File: src/common/vc_resource_defines.svh
// Offsets, field positions, reset values and codes of the VC resource registers
`ifndef VC_RESOURCE_DEFINES_SVH
`define VC_RESOURCE_DEFINES_SVH

`define VC_CTRL0_OFFS 12'h154
`define VC_STAT0_OFFS 12'h158
`define VC_CAP1_OFFS 12'h15c

`define TC_MAP_MSB 7
`define TC_MAP_LSB 0
`define LOAD_BIT 16
`define SEL_MSB 19
`define SEL_LSB 17
`define VCID_MSB 26
`define VCID_LSB 24
`define EN_BIT 31

`define TBL_ST_BIT 16
`define NEG_BIT 17

`define CAP_ARB_MSB 7
`define CAP_ARB_LSB 0
`define AS_BIT 14
`define SNOOP_BIT 15
`define SLOTS_MSB 22
`define SLOTS_LSB 16
`define TOFF_MSB 31
`define TOFF_LSB 24

`define TC_MAP_RST 8'hff
`define EN_RST 1'b1
`define VCID_VAL 3'h0
`define CAP_ARB_EXT 8'h19
`define CAP_ARB_NONE 8'h00
`define SLOTS_RST 7'h7f
`define SLOTS_NONE 7'h00
`define TOFF_EXT 8'h08
`define TOFF_NONE 8'h00

// Bits reserved in all three words, read back as zero
`define RSVD_COMMON_MASK 32'h00803f00

`define ARB_HW_FIXED 3'h0
`define ARB_WRR128 3'h3
`define ARB_TBWRR128 3'h4

`define BYTE_TC 0
`define BYTE_SEL 2
`define BYTE_EN 3

`define RESP_OKAY 2'h0
`define RESP_SLVERR 2'h2

`endif

File: src/common/vc_resource_pkg.sv
// Types shared by the VC resource register slice
`include "vc_resource_defines.svh"
package vc_resource_pkg;
    typedef enum logic [2:0]
    {
        arb_hw_fixed = `ARB_HW_FIXED,
        arb_wrr128 = `ARB_WRR128,
        arb_tbwrr128 = `ARB_TBWRR128
    } arb_scheme_type;
    typedef logic [31:0] word_type;
endpackage

File: src/verilog/vc_resource_config_regs.sv
// AXI4-Lite register slice for VC0 control and status and VC1 capability
//
// Function
// - Each bit of the TC map marks one traffic class carried on VC0.
// - TC map resets to FFh; EEPROM autoload may replace it.
// - Writing one to load bit pulses table load; bit reads zero, resets zero.
// - Scheme select keeps supported codes only; others become default; resets 000b.
// - VC0 identifier is read-only and always reads zero.
// - Top control bit enables the channel; resets to enabled.
// - Table status sets on table writes, clears on load done, resets zero.
// - Negotiation pending follows negotiation in progress; resets zero.
// - VC1 arbitration capability reads 19h when extended VC set, else 00h.
// - Offer fixed, WRR128 and time-based WRR128; time-based only on VC1.
// - VC1 advanced-switching and snoop-reject bits read zero.
// - VC1 max time slots reads 7Fh or EEPROM value when extended, else zero.
// - VC1 table offset reads 08h when extended VC set, else 00h.
//
// Design decision made here: register access over AXI4-Lite.
`timescale 1ns/1ps
`include "vc_resource_defines.svh"

module vc_resource_config_regs
#(
    parameter int ADDR_WIDTH = 12,
    parameter int TC_MAP_WIDTH = 8
)
(
    // Clock and reset
    input wire logic clock,
    input wire logic rst_n,
    // AXI4-Lite write address
    input wire logic [ADDR_WIDTH-1:0] s_axi_awaddr,
    input wire logic s_axi_awvalid,
    output logic s_axi_awready,
    // AXI4-Lite write data
    input wire logic [31:0] s_axi_wdata,
    input wire logic [3:0] s_axi_wstrb,
    input wire logic s_axi_wvalid,
    output logic s_axi_wready,
    // AXI4-Lite write response
    output logic [1:0] s_axi_bresp,
    output logic s_axi_bvalid,
    input wire logic s_axi_bready,
    // AXI4-Lite read address
    input wire logic [ADDR_WIDTH-1:0] s_axi_araddr,
    input wire logic s_axi_arvalid,
    output logic s_axi_arready,
    // AXI4-Lite read data
    output logic [31:0] s_axi_rdata,
    output logic [1:0] s_axi_rresp,
    output logic s_axi_rvalid,
    input wire logic s_axi_rready,
    // Extended VC bit from the register at 144h
    input wire logic ext_vc_en,
    // EEPROM autoload
    input wire logic autoload_valid,
    input wire logic [TC_MAP_WIDTH-1:0] autoload_tc_map,
    input wire logic [6:0] autoload_max_slots,
    // Port arbitration table and hardware
    input wire logic pat_entry_wr,
    input wire logic pat_load_done,
    output logic pat_load,
    // VC negotiation
    input wire logic vc_negotiating,
    // Configuration to the port
    output logic [TC_MAP_WIDTH-1:0] tc_map,
    output logic [2:0] arb_select,
    output logic vc_enable
);

    generate
        if (ADDR_WIDTH < 9 || ADDR_WIDTH > 32 || TC_MAP_WIDTH != 8)
        begin : g_bad_param
            $error("vc_resource_config_regs: unsupported parameter value");
        end
    endgenerate

    ////////////////////////////////////////////////////////////////////////////
    // Helpers

    function automatic logic addr_hit(input logic [ADDR_WIDTH-1:0] addr, input logic [11:0] offs);
        addr_hit = ({addr[ADDR_WIDTH-1:2], 2'b00} == ADDR_WIDTH'(offs));
    endfunction

    function automatic vc_resource_pkg::arb_scheme_type vc0_scheme(input logic [2:0] code);
        // Time-based WRR is a VC1 scheme, so VC0 falls back to the default
        if (code == `ARB_WRR128)
        begin
            vc0_scheme = vc_resource_pkg::arb_wrr128;
        end
        else
        begin
            vc0_scheme = vc_resource_pkg::arb_hw_fixed;
        end
    endfunction

    ////////////////////////////////////////////////////////////////////////////
    // State

    logic [ADDR_WIDTH-1:0] awaddr_ff;
    logic aw_held_ff;
    logic [31:0] wdata_ff;
    logic [3:0] wstrb_ff;
    logic w_held_ff;
    logic bvalid_ff;
    logic [1:0] bresp_ff;
    logic rvalid_ff;
    logic [31:0] rdata_ff;
    logic [1:0] rresp_ff;
    logic [TC_MAP_WIDTH-1:0] tc_map_ff;
    vc_resource_pkg::arb_scheme_type arb_sel_ff;
    logic vc_en_ff;
    logic pat_load_ff;
    logic tbl_status_ff;
    logic neg_pend_ff;
    logic [6:0] max_slots_ff;
    logic wr_fire;
    logic wr_ctrl;
    logic wr_mapped;
    logic ar_take;
    vc_resource_pkg::word_type ctrl_word;
    vc_resource_pkg::word_type stat_word;
    vc_resource_pkg::word_type cap_word;
    vc_resource_pkg::word_type nxt_rdata;
    logic [1:0] nxt_rresp;

    ////////////////////////////////////////////////////////////////////////////
    // Write channels

    assign s_axi_awready = !aw_held_ff && !bvalid_ff;
    assign s_axi_wready = !w_held_ff && !bvalid_ff;
    assign wr_fire = aw_held_ff && w_held_ff && !bvalid_ff;
    assign wr_ctrl = wr_fire && addr_hit(awaddr_ff, `VC_CTRL0_OFFS);
    assign wr_mapped = addr_hit(awaddr_ff, `VC_CTRL0_OFFS) || addr_hit(awaddr_ff, `VC_STAT0_OFFS)
        || addr_hit(awaddr_ff, `VC_CAP1_OFFS);

    always_ff @(posedge clock)
    begin
        if (!rst_n)
        begin
            aw_held_ff <= 1'b0;
            awaddr_ff <= '0;
        end
        else if (s_axi_awvalid && s_axi_awready)
        begin
            aw_held_ff <= 1'b1;
            awaddr_ff <= s_axi_awaddr;
        end
        else if (wr_fire)
        begin
            aw_held_ff <= 1'b0;
        end
    end

    always_ff @(posedge clock)
    begin
        if (!rst_n)
        begin
            w_held_ff <= 1'b0;
            wdata_ff <= '0;
            wstrb_ff <= '0;
        end
        else if (s_axi_wvalid && s_axi_wready)
        begin
            w_held_ff <= 1'b1;
            wdata_ff <= s_axi_wdata;
            wstrb_ff <= s_axi_wstrb;
        end
        else if (wr_fire)
        begin
            w_held_ff <= 1'b0;
        end
    end

    always_ff @(posedge clock)
    begin
        if (!rst_n)
        begin
            bvalid_ff <= 1'b0;
            bresp_ff <= `RESP_OKAY;
        end
        else if (wr_fire)
        begin
            bvalid_ff <= 1'b1;
            bresp_ff <= wr_mapped ? `RESP_OKAY : `RESP_SLVERR;
        end
        else if (s_axi_bready)
        begin
            bvalid_ff <= 1'b0;
        end
    end

    assign s_axi_bvalid = bvalid_ff;
    assign s_axi_bresp = bresp_ff;

    ////////////////////////////////////////////////////////////////////////////
    // VC0 control fields

    always_ff @(posedge clock)
    begin
        if (!rst_n)
        begin
            tc_map_ff <= `TC_MAP_RST;
        end
        else if (wr_ctrl && wstrb_ff[`BYTE_TC])
        begin
            tc_map_ff <= wdata_ff[`TC_MAP_MSB:`TC_MAP_LSB];
        end
        else if (autoload_valid)
        begin
            tc_map_ff <= autoload_tc_map;
        end
    end

    always_ff @(posedge clock)
    begin
        if (!rst_n)
        begin
            arb_sel_ff <= vc_resource_pkg::arb_hw_fixed;
        end
        else if (wr_ctrl && wstrb_ff[`BYTE_SEL])
        begin
            arb_sel_ff <= vc0_scheme(wdata_ff[`SEL_MSB:`SEL_LSB]);
        end
    end

    always_ff @(posedge clock)
    begin
        if (!rst_n)
        begin
            pat_load_ff <= 1'b0;
        end
        else
        begin
            pat_load_ff <= wr_ctrl && wstrb_ff[`BYTE_SEL] && wdata_ff[`LOAD_BIT];
        end
    end

    always_ff @(posedge clock)
    begin
        if (!rst_n)
        begin
            vc_en_ff <= `EN_RST;
        end
        else if (wr_ctrl && wstrb_ff[`BYTE_EN])
        begin
            vc_en_ff <= wdata_ff[`EN_BIT];
        end
    end

    assign tc_map = tc_map_ff;
    assign arb_select = arb_sel_ff;
    assign vc_enable = vc_en_ff;
    assign pat_load = pat_load_ff;

    ////////////////////////////////////////////////////////////////////////////
    // Status and capability state

    always_ff @(posedge clock)
    begin
        if (!rst_n)
        begin
            tbl_status_ff <= 1'b0;
        end
        else if (pat_entry_wr)
        begin
            tbl_status_ff <= 1'b1;
        end
        else if (pat_load_done)
        begin
            tbl_status_ff <= 1'b0;
        end
    end

    always_ff @(posedge clock)
    begin
        if (!rst_n)
        begin
            neg_pend_ff <= 1'b0;
        end
        else
        begin
            neg_pend_ff <= vc_negotiating;
        end
    end

    always_ff @(posedge clock)
    begin
        if (!rst_n)
        begin
            max_slots_ff <= `SLOTS_RST;
        end
        else if (autoload_valid)
        begin
            max_slots_ff <= autoload_max_slots;
        end
    end

    ////////////////////////////////////////////////////////////////////////////
    // Read words, reserved bits zero

    always_comb
    begin
        ctrl_word = '0;
        ctrl_word[`TC_MAP_MSB:`TC_MAP_LSB] = tc_map_ff;
        ctrl_word[`LOAD_BIT] = 1'b0;
        ctrl_word[`SEL_MSB:`SEL_LSB] = arb_sel_ff;
        ctrl_word[`VCID_MSB:`VCID_LSB] = `VCID_VAL;
        ctrl_word[`EN_BIT] = vc_en_ff;
    end

    always_comb
    begin
        stat_word = '0;
        stat_word[`TBL_ST_BIT] = tbl_status_ff;
        stat_word[`NEG_BIT] = neg_pend_ff;
    end

    always_comb
    begin
        cap_word = '0;
        cap_word[`CAP_ARB_MSB:`CAP_ARB_LSB] = ext_vc_en ? `CAP_ARB_EXT : `CAP_ARB_NONE;
        cap_word[`AS_BIT] = 1'b0;
        cap_word[`SNOOP_BIT] = 1'b0;
        cap_word[`SLOTS_MSB:`SLOTS_LSB] = ext_vc_en ? max_slots_ff : `SLOTS_NONE;
        cap_word[`TOFF_MSB:`TOFF_LSB] = ext_vc_en ? `TOFF_EXT : `TOFF_NONE;
    end

    always_comb
    begin
        nxt_rdata = '0;
        nxt_rresp = `RESP_OKAY;
        if (addr_hit(s_axi_araddr, `VC_CTRL0_OFFS))
        begin
            nxt_rdata = ctrl_word;
        end
        else if (addr_hit(s_axi_araddr, `VC_STAT0_OFFS))
        begin
            nxt_rdata = stat_word;
        end
        else if (addr_hit(s_axi_araddr, `VC_CAP1_OFFS))
        begin
            nxt_rdata = cap_word;
        end
        else
        begin
            nxt_rresp = `RESP_SLVERR;
        end
    end

    ////////////////////////////////////////////////////////////////////////////
    // Read channels

    assign s_axi_arready = !rvalid_ff;
    assign ar_take = s_axi_arvalid && s_axi_arready;

    always_ff @(posedge clock)
    begin
        if (!rst_n)
        begin
            rvalid_ff <= 1'b0;
            rdata_ff <= '0;
            rresp_ff <= `RESP_OKAY;
        end
        else if (ar_take)
        begin
            rvalid_ff <= 1'b1;
            rdata_ff <= nxt_rdata;
            rresp_ff <= nxt_rresp;
        end
        else if (s_axi_rready)
        begin
            rvalid_ff <= 1'b0;
        end
    end

    assign s_axi_rvalid = rvalid_ff;
    assign s_axi_rdata = rdata_ff;
    assign s_axi_rresp = rresp_ff;
endmodule

File: config.mk
export PLATFORM = sky130hd
export DESIGN_NAME = vc_resource_config_regs
export DESIGN_NICKNAME = d
export VERILOG_FILES = /design/src/common/vc_resource_pkg.sv /design/src/verilog/vc_resource_config_regs.sv
export VERILOG_INCLUDE_DIRS = /design/src /design/src/common
export SDC_FILE = /design/constraint.sdc
export NUM_CORES = 1
export LEC_CHECK = 0
export BUFFER_PORTS_ARGS = -buffer_cell sky130_fd_sc_hd__buf_2
export CAP_MARGIN = 15
export CORE_MARGIN = 1
export CORE_UTILIZATION = 50
export DETAILED_ROUTE_END_ITERATION = 10
export PLACE_DENSITY = 0.95
export SLEW_MARGIN = 10
export SYNTH_ARGS = -nofsm -noshare
export SYNTH_HDL_FRONTEND = slang
export SYNTH_SLANG_ARGS = --single-unit
File: constraint.sdc
create_clock -name clock -period 2.3 [get_ports clock]
set_clock_uncertainty 0.2 [all_clocks]
set_input_delay 0.115 -clock clock [delete_from_list [all_inputs] [get_ports clock]]
set_output_delay 0.115 -clock clock [all_outputs]
set_load 0.05 [all_outputs]
=== Yosys cells after proc, flatten, opt, wreduce, memory -nomap -nowiden ===
Cells that the tools add are included.

* Register bits after elaboration: 110
* Bits in latches: 0
* RAM bits: 0
* ROM bits: 0
* Input bits: 87
* Output and inout port bits: 54
* Logic and storage cells: 70
* Memories: 0

* Add/subtract/negate cells: 0
* Multiply operators: 0
* Div/mod/pow operators: 0
* Magnitude comparators: 0
* Equal/unequal tests: 7
* Shifts and indexed selects: 0
* Multiplexer cells: 22
* Bitwise logic cells: 0
* Reductions and logical operators: 24

{| class="wikitable"
|+ Operators by type and width
! operator !! count
|-
| $eq A10 B7 Y1 const B || 6
|-
| $mux W28 || 2
|-
| $mux W32 || 1
|-
| $mux W8 || 2
|-
| $logic_and A1 B1 Y1 || 12
|-
| $reduce_bool A2 Y1 || 6
|-
| $mux W2 || 5
|-
| $mux W1 || 9
|-
| $mux W7 || 1
|-
| $mux W5 || 1
|-
| $logic_not A1 Y1 || 4
|-
| $mux W4 || 1
|-
| $eq A3 B2 Y1 const B || 1
|-
| $logic_or A1 B1 Y1 || 2
|}

=== Depth between registers and ports, before layout ===
Gate-level depths: netlist of run 1.

* Depth after elaboration: 5
* Gate-level depth with buffers: 6
* Mapped depth without buffers: 4

=== Worst setup path before layout of run 1 ===
Ideal clock, no wire load.

* Path type: register to register
* From: register bvalid_ff (netlist: s_axi_bvalid)
* To: register awaddr_ff[7]
* Library setup time: 76 ps
* Arrival: 1846 ps
* Data required time: 2024 ps
* Path slack: 178 ps
* Cell stages (with the launch flop): 6
* Buffers on the path: 1
* Clock period less this slack: 2122 ps
* Path through: dfxtp_1 -> nor2_1 -> and2_1 -> buf_2 -> nand2_1 -> a21boi_0

* Longest elaborated chain between the ends: 3

{| class="wikitable"
|+ Ends and longest elaborated chain
! what !! line !! source
|-
| start, declared || vc_resource_config_regs.sv:105 || <nowiki>logic bvalid_ff;</nowiki>
|-
| start signal, assigned || vc_resource_config_regs.sv:179 || <nowiki>bvalid_ff <= 1'b0;</nowiki>
|-
| start signal, assigned || vc_resource_config_regs.sv:184 || <nowiki>bvalid_ff <= 1'b1;</nowiki>
|-
| start signal, assigned || vc_resource_config_regs.sv:189 || <nowiki>bvalid_ff <= 1'b0;</nowiki>
|-
| $logic_not A1 Y1 || vc_resource_config_regs.sv:130 || <nowiki>assign s_axi_awready = !aw_held_ff && !bvalid_ff;</nowiki>
|-
| $logic_and A1 B1 Y1 || vc_resource_config_regs.sv:130 ||
|-
| net s_axi_awready || vc_resource_config_regs.sv:34 || <nowiki>output logic s_axi_awready,</nowiki>
|-
| $logic_and A1 B1 Y1 || vc_resource_config_regs.sv:144 || <nowiki>else if (s_axi_awvalid && s_axi_awready)</nowiki>
|-
| end signal, assigned || vc_resource_config_regs.sv:147 || <nowiki>awaddr_ff <= s_axi_awaddr;</nowiki>
|-
| end, declared || vc_resource_config_regs.sv:100 || <nowiki>logic [ADDR_WIDTH-1:0] awaddr_ff;</nowiki>
|}

The timed path passes the listed nets, and every way through them passes these cells.
A chain may end at the register's enable or synchronous reset.

=== Final worst setup path of run 1 ===
* From: register bvalid_ff (netlist: s_axi_bvalid)
* To: register wstrb_ff[2]

* Longest elaborated chain between the ends: 3

{| class="wikitable"
|+ Ends and longest elaborated chain
! what !! line !! source
|-
| $logic_not A1 Y1 || vc_resource_config_regs.sv:131 || <nowiki>assign s_axi_wready = !w_held_ff && !bvalid_ff;</nowiki>
|-
| $logic_and A1 B1 Y1 || vc_resource_config_regs.sv:131 ||
|-
| $logic_and A1 B1 Y1 || vc_resource_config_regs.sv:163 || <nowiki>else if (s_axi_wvalid && s_axi_wready)</nowiki>
|-
| end signal, assigned || vc_resource_config_regs.sv:167 || <nowiki>wstrb_ff <= s_axi_wstrb;</nowiki>
|-
| end, declared || vc_resource_config_regs.sv:103 || <nowiki>logic [3:0] wstrb_ff;</nowiki>
|}

Every way passes these cells.

==> results.md, run 1 <==
| Item | This run | Unit |
| --- | --- | --- |
| Share of cells above drive strength 1 | 28.2 | % |
| Worst setup endpoint | wstrb_ff[2] | - |
| Share of the synthesized area in the top cell type | 45.6 | % |
| Number of setup violations in the final report | 0 | - |
| Yosys cell types | 38 | - |
| Worst path depth | 5 | - |
| Sequential element share of the synthesized area | 45.6 | % |
| Number of hold-slack violations in the final timing report | 0 | - |
| Top cells by instance count after synthesis | sky130_fd_sc_hd__nand2_1 (93), sky130_fd_sc_hd__dfxtp_1 (69), sky130_fd_sc_hd__a21boi_0 (27), sky130_fd_sc_hd__buf_4 (23), sky130_fd_sc_hd__mux2i_1 (16) | - |
| Number of antenna repair diodes | 0 | - |
| Vert. Die Dim | 79.8 | um |
| Max Clk Rate | 0.497 | GHz |
| Total wirelength of the detailed-routed design | 8280 | um |
| Setup repair bufs after CTS | 0 | - |
| Total leakage power | 0.00195 | uW |
| Hold slack | 0.0303 | ns |
| Global-route wire length before repair | 12800 | um |
| GPL Wtd Cong | 0.816 | - |
| Floorplan row count | 27 | - |
| Number of buffers and inverters on the critical path | 1 | - |
| Clock Sink Count | 69 | - |
| Number of buffer cells added on primary ports | 98 | - |
| Maximum capacitance violations | 0 | - |
| Power Dens Cells | 718 | nW/um^2 |
| Setup TNS Final | 0 | ns |
| Synthesized area per cell | 8.95 | sq um |
| Master of the slowest instance on the critical path | sky130_fd_sc_hd__dlygate4sd3_1 | - |
| Top area cells in the synthesized netlist | sky130_fd_sc_hd__dfxtp_1 (46%), sky130_fd_sc_hd__nand2_1 (12%), sky130_fd_sc_hd__a21boi_0 (6.7%) | - |
| Initial detailed-routing violation count | 127 | - |
| H-Tree Level Count | 3 | - |
| Post-Synthesis Cell Area | 3030 | sq um |
| Gate family responsible for the most delay along the worst path | simple AND/OR/NAND/NOR gates | - |
| Horizontal die dimension | 79.8 | um |
| Data required time of the critical path | 2.38 | ns |
| Sum of net half-perimeters after detailed placement | 5000 | um |
| Cell type with the largest total area after synthesis | sky130_fd_sc_hd__dfxtp_1 | - |
| Worst r2r dst | wstrb_ff[2] | - |
| Starting Density | 53.3 | % |
| Area growth from synthesis to layout | 39.7 | % |
| Clock tree from TritonCTS | yes | - |
| Average wire per standard cell | 14.9 | um |
| Detail-routed via count per cell | 5.15 | - |
| Total I/O pin count | 141 | - |
| Number of synthesized flops with an enable pin | 0 | - |
| Clock-pin slew reported for the worst setup and hold paths after clock tree synthesis | 0.07 | ns |
| Critical setup path kind | flip-flop to flip-flop | - |
| All-layer global routing usage | 26.9 | % |
| Slew at the pin closest to its max-slew limit | 0.514 | ns |
| CP Data Arrival Time | 2.10 | ns |
| Via count of the first global-routing pass | 2761 | - |
| Async SR Flop Fraction | 0 | % |
| Yosys warnings | 0 | - |
| Top flip-flop cell by instance count after synthesis | sky130_fd_sc_hd__dfxtp_1 | - |
| Number of buffers created by CTS | 9 | - |
| Cell type with the highest occurrence count on the critical path | sky130_fd_sc_hd__nand2_1 | - |
| Clock tree root buffer cell | sky130_fd_sc_hd__clkbuf_8 | - |
| Peak per-stage delay on the critical path | 0.57 | ns |
| Post-route antenna net violation count | 0 | - |
| Synth Instances | 338 | - |
| Category of the worst setup path launch point | flip-flop | - |
| Endpoint type of the worst setup path | flip-flop | - |
| Number of nets in the layout | 567 | - |
| Reg-to-reg critical path startpoint | s_axi_bvalid | - |
| Run status | completed | - |
| Final period util | 87.5 | % |
| Cell with the most instances after synthesis | sky130_fd_sc_hd__nand2_1 | - |
| Start point of the critical path | s_axi_bvalid | - |
| Total count of max-transition violations in the final report | 0 | - |
| Max rail drop VDD | 0.000493 | V |
| Tmin final | 2.01 | ns |
| Source-to-sink clock delay at the later pin of the worst-skew pair | 0.34 | ns |
| Cells on worst reg2reg path | 5 | - |
| Count of unresolved DRC violations after routing | 0 | - |
| Utilization of the core after routing | 74.5 | % |
| GRT overflow | 0 | - |
| Initial antenna violation count | 0 | - |
| Pin count of the biggest net entering global routing | 48 | - |
| Path category of the worst min-delay check | primary input to flip-flop | - |
| Max-slew headroom | 65.7 | % |
| RSZ-0062 raised after global routing | no | - |
| Via count | 2869 | - |
| Number of buffers between clock root and the deepest sink | 2 | - |
| Critical path, cell by cell | nor2_2, nand2_1, nand2_1, a21boi_0, dlygate4sd3_1 | - |
| Area of the placeable core | 5680 | sq um |
| Max FO, Critical Path | 16 | - |
| Flip-flop and latch count after synthesis | 69 | - |
| FF-to-FF setup slack | 0.29 | ns |
| Drt first pass iters | 4 | - |
| Total die area | 6370 | sq um |
what timing repair did:
item	CTS	global route
endpoints found under the setup margin	0	2
hold buffers	53	0
hold endpoints to repair	57	0
resized for setup	0	1
flip-flops by register name, indices dropped and copies added (netlist names):
signal,count
arb_select,1
aw_held_ff,1
awaddr_ff,10
max_slots_ff,7
neg_pend_ff,1
pat_load,1
s_axi_bresp,1
s_axi_bvalid,1
s_axi_rdata,17
s_axi_rresp,1
s_axi_rvalid,1
tbl_status_ff,1
tc_map,8
vc_enable,1
w_held_ff,1
wdata_ff,13
wstrb_ff,3
cell families (layout without fill, tap and decap cells):
logic type / after synthesis / after routing / synth area share (%)
simple gates: 138 / 138 / 23.7
other cells: 1 / 18 / 0.124
compound gates: 62 / 62 / 13.4
mux: 24 / 24 / 8.27
flops: 69 / 69 / 45.6
buf+inv: 44 / 174 / 8.89
cell type report:
class / instances / area [sq um]
clock inverters: 6 / 110
clock buffers: 10 / 138
well taps: 72 / 90.1
fillers: 383 / 1450
multi-input cells: 242 / 1440
repair buffers: 153 / 1050
flip-flops and latches: 69 / 1380
inverters: 5 / 18.8
layer usage:
layer	wire [um]	track usage, %
met1	3220	26.5
met2	4340	51.0
met3	533	9.94
met4	187	9.64
met5	0	0
worst reg2reg max path, delay by kind of cell (launching register included):
family	cells	cell delay, ns
and+or+nand+nor	3	0.60
buffers and inverters	1	0.57
DFF	1	0.41
AOI/OAI and AO/OA	1	0.18
power by group:
| group | switching, uW | internal [uW] | total, uW |
|---|---|---|---|
| registers | 42.5 | 1260 | 1300 |
| clock network | 454 | 747 | 1200 |
| logic | 336 | 197 | 533 |
metrics by stage:
stage | total power, uW | instances | instance area, sq um | setup WS (ns)
after global routing | 3180 | 557 | 4230 | 0.0998
after detailed placement | 1780 | 488 | 3450 | 0.562
after CTS | 3040 | 557 | 4230 | 0.160
after floorplan | 1680 | 355 | 3090 | 0.178
after global placement | 1760 | 488 | 3450 | 0.641
final | 3040 | 557 | 4230 | 0.287
how the worst min path moves through the flow:
stage	slack, ns	from	to	cells after the start
detailed placement	0.13	pat_entry_wr	tbl_status_ff	2
global placement	0.12	pat_entry_wr	tbl_status_ff	2
CTS	0.02	ext_vc_en	s_axi_rdata[16]	5
global route	0.04	ext_vc_en	s_axi_rdata[16]	5
floorplan	0.04	pat_entry_wr	tbl_status_ff	1
finish	0.03	ext_vc_en	s_axi_rdata[16]	5
placed cells by master, fill, tap and decap left out, types with 3 or more instances in the layout:
cell type,count
sky130_fd_sc_hd__dlygate4sd3_1,53
sky130_fd_sc_hd__conb_1,18
sky130_fd_sc_hd__clkbuf_8,10
sky130_fd_sc_hd__and2_1,4
sky130_fd_sc_hd__nand4_1,6
sky130_fd_sc_hd__a21boi_0,27
sky130_fd_sc_hd__nand2_1,93
sky130_fd_sc_hd__bufinv_16,3
sky130_fd_sc_hd__o21ai_0,7
sky130_fd_sc_hd__dfxtp_1,69
sky130_fd_sc_hd__inv_1,5
sky130_fd_sc_hd__mux2i_1,16
sky130_fd_sc_hd__o21a_1,4
sky130_fd_sc_hd__o21ai_1,5
sky130_fd_sc_hd__nor2_1,6
sky130_fd_sc_hd__a31oi_1,5
sky130_fd_sc_hd__nand3_1,8
sky130_fd_sc_hd__nand4_4,3
sky130_fd_sc_hd__a21oi_1,11
sky130_fd_sc_hd__buf_2,98
sky130_fd_sc_hd__mux2_2,8
(Power assumes the default switching activity.)
==> run 2: changes to the inputs <==
- PLACE_DENSITY: 0.95 -> 0.85
==> results.md, run 2 (synthesis gave the netlist of run 1 again) <==
| Item | This run | Unit | vs previous |
| --- | --- | --- | --- |
| Run status | completed | - |  |
| Clock Sink Count | 69 | - | unchanged |
| Number of setup violations in the final report | 0 | - | unchanged |
| Clock tree from TritonCTS | yes | - |  |
| Multi-input logic area | 1440 | sq um | about the same |
| Area of the placeable core | 5680 | sq um | unchanged |
| Tmin final | 1.78 | ns | -0.231 ns |
| Initial antenna violation count | 0 | - | unchanged |
| RSZ-0062 raised after global routing | no | - |  |
| GPL Wtd Cong | 0.805 | - | -1.3% |
| Vert. Die Dim | 79.8 | um | unchanged |
| All-layer global routing usage | 24.1 | % | -2.9 points |
| Initial detailed-routing violation count | 58 | - | -54% |
| Data required time of the critical path | 2.32 | ns | -0.06 ns |
| Post-layout instance area | 4120 | sq um | -2.6% |
| Area growth from synthesis to layout | 36.1 | % |  |
| Detail-routed via count per cell | 4.96 | - | -3.6% |
| Horizontal die dimension | 79.8 | um | unchanged |
| Start point of the critical path | s_axi_bvalid | - |  |
| Path category of the worst min-delay check | primary input to flip-flop | - |  |
| Floorplan row count | 27 | - | unchanged |
| Number of buffers created by CTS | 9 | - | unchanged |
| Number of buffers between clock root and the deepest sink | 2 | - | unchanged |
| Hold slack | 0.0195 | ns | -0.0108 ns |
| Number of flip-flops under the largest register name | 17 | - | unchanged |
| Cell area after placement | 3450 | sq um | about the same |
| Clock tree root buffer cell | sky130_fd_sc_hd__clkbuf_8 | - |  |
| DR WL met3 | 385 | um | -28% |
| Max Clk Rate | 0.561 | GHz | +13% |
| Clock-pin slew reported for the worst setup and hold paths after clock tree synthesis | 0.07 | ns | about the same |
| Setup TNS Final | 0 | ns | unchanged |
| Pin count of the biggest net entering global routing | 34 | - | -29% |
| Total wirelength of the detailed-routed design | 7260 | um | -12% |
| Average wire per standard cell | 13.1 | um | -12% |
| Critical path, cell by cell | and3b_1, nand4_4, mux2i_1, nand2_1 | - |  |
| Count of unresolved DRC violations after routing | 0 | - | unchanged |
| Count of placed standard cells in the final layout, fillers left out | 554 | - | -0.54% |
| Max-slew headroom | 60.2 | % | -5.5 points |
| Met2 layer wire length in the routed design | 3770 | um | -13% |
| Total leakage power | 0.00191 | uW | -2.1% |
| Fin worst setup slack | 0.518 | ns | +0.231 ns |
| Critical setup path kind | flip-flop to flip-flop | - |  |
| Total count of max-transition violations in the final report | 0 | - | unchanged |
| Final period util | 77.5 | % | -10 points |
| Worst r2r dst | tc_map[1] | - |  |
| Category of the worst setup path launch point | flip-flop | - |  |
| Max rail drop VDD | 0.000417 | V | -15% |
| Met1 routed wirelength after detailed routing | 2990 | um | -7.1% |
| Cell count after placement | 490 | - | +0.41% |
| Global-route wire length before repair | 11800 | um | -7.7% |
| Total die area | 6370 | sq um | unchanged |
| Share of cells above drive strength 1 | 28.0 | % | -0.24 points |
| Number of antenna repair diodes | 0 | - | unchanged |
| Starting Density | 53.3 | % | unchanged |
| Top layer in use | met4 | - |  |
| Number of buffer cells added on primary ports | 98 | - | unchanged |
| Number of nets in the layout | 565 | - | -0.35% |
| Power Dens Cells | 658 | nW/um^2 | -8.5% |
| Peak per-stage delay on the critical path | 0.47 | ns | -0.10 ns |
| Setup repair bufs after CTS | 0 | - | unchanged |
| Drt first pass iters | 4 | - | unchanged |
| Reg-to-reg critical path startpoint | s_axi_bvalid | - |  |
| Most common cell after layout, fill and taps aside | sky130_fd_sc_hd__buf_2 | - |  |
| CP Data Arrival Time | 1.81 | ns | -0.29 ns |
| Max FO, Critical Path | 9 | - | -7 |
| Slew at the pin closest to its max-slew limit | 0.597 | ns | +0.0831 ns |
| Post-route antenna net violation count | 0 | - | unchanged |
| Endpoint type of the worst setup path | flip-flop | - |  |
| Master of the slowest instance on the critical path | sky130_fd_sc_hd__and3b_1 | - |  |
| Post-Place Setup Slack | 0.533 | ns | -0.0295 ns |
| FF-to-FF setup slack | 0.52 | ns | +0.23 ns |
| Via count | 2750 | - | -4.1% |
| Total I/O pin count | 141 | - | unchanged |
| Sum of net half-perimeters after detailed placement | 4830 | um | -3.5% |
| Area occupied by registers | 1380 | sq um | unchanged |
| Worst setup endpoint | tc_map[1] | - |  |
| Cells on worst reg2reg path | 4 | - | -1 |
| Source-to-sink clock delay at the later pin of the worst-skew pair | 0.33 | ns | about the same |
| GRT overflow | 0 | - | unchanged |
| Highest-count cells in the layout ignoring fill and taps | sky130_fd_sc_hd__buf_2 (98), sky130_fd_sc_hd__nand2_1 (93), sky130_fd_sc_hd__dfxtp_1 (69) | - |  |
| Number of hold-slack violations in the final timing report | 0 | - | unchanged |
| Maximum capacitance violations | 0 | - | unchanged |
| Via count of the first global-routing pass | 2668 | - | -3.4% |
| H-Tree Level Count | 3 | - | unchanged |
| Layout fillers | 447 | - | +17% |
## run 2: cell count changes in the layout (fill, tap and decap cells not counted), sizes merged
| cell | change |
|---|---|
| clkbuf | +4 |
| dlygate4sd3 | -4 |
| bufinv | -3 |
| buf | +2 |
| clkinvlp | -2 |
## run 2: worst min-delay path by stage
| stage | from | endpoint | slack (ns) | cells past startpoint |
|---|---|---|---|---|
| floorplan | pat_entry_wr | tbl_status_ff | 0.04 | 1 |
| global placement | pat_entry_wr | tbl_status_ff | 0.12 | 2 |
| detailed placement | autoload_max_slots[6] | max_slots_ff[6] | 0.14 | 3 |
| CTS | rst_n | max_slots_ff[0] | 0.001 | 2 |
| global route | rst_n | max_slots_ff[0] | 0.05 | 2 |
| finish | rst_n | max_slots_ff[0] | 0.02 | 2 |
## run 2: layout make-up
type                       instances  share of cell area (%)
clock buffer                      14                    4.19
clock inverter                     1                   0.122
inverter                           5                   0.456
multi-input combinational        242                    35.0
sequential                        69                    33.5
tap                               72                    2.19
timing repair buffer             151                    24.5
## run 2: per-layer routing
metal  global-route usage [%]  up-vias
met2                     44.9       92
met4                     9.64        0
li1                         -     1375
met1                     26.6     1272
met5                        0        -
met3                     4.57       11
## run 2: timing repair
item | in CTS | in global routing
hold buffers | 49 | 0
gates resized for setup | 0 | 0
endpoints found under the hold margin | 57 | 0
## run 2: through the flow
step                power, uW  util (%)
CTS                      2720      72.6
detailed placement       1780      60.8
global route             2820      72.6
finish                   2710      72.6
floorplan                1680         -
global placement         1760      60.8
## run 2: worst max-delay path, delay by kind of cell, from the launching register on
kind / cells / cell delay, ns
flip-flops: 1 / 0.36
multiplexers: 1 / 0.27
AND/OR/NAND/NOR: 3 / 0.84
## run 2: power breakdown
part	internal [uW]	total, uW	switching (uW)
registers	1260	1300	41.2
clock network	473	888	414
logic	192	519	327
total	1930	2710	783
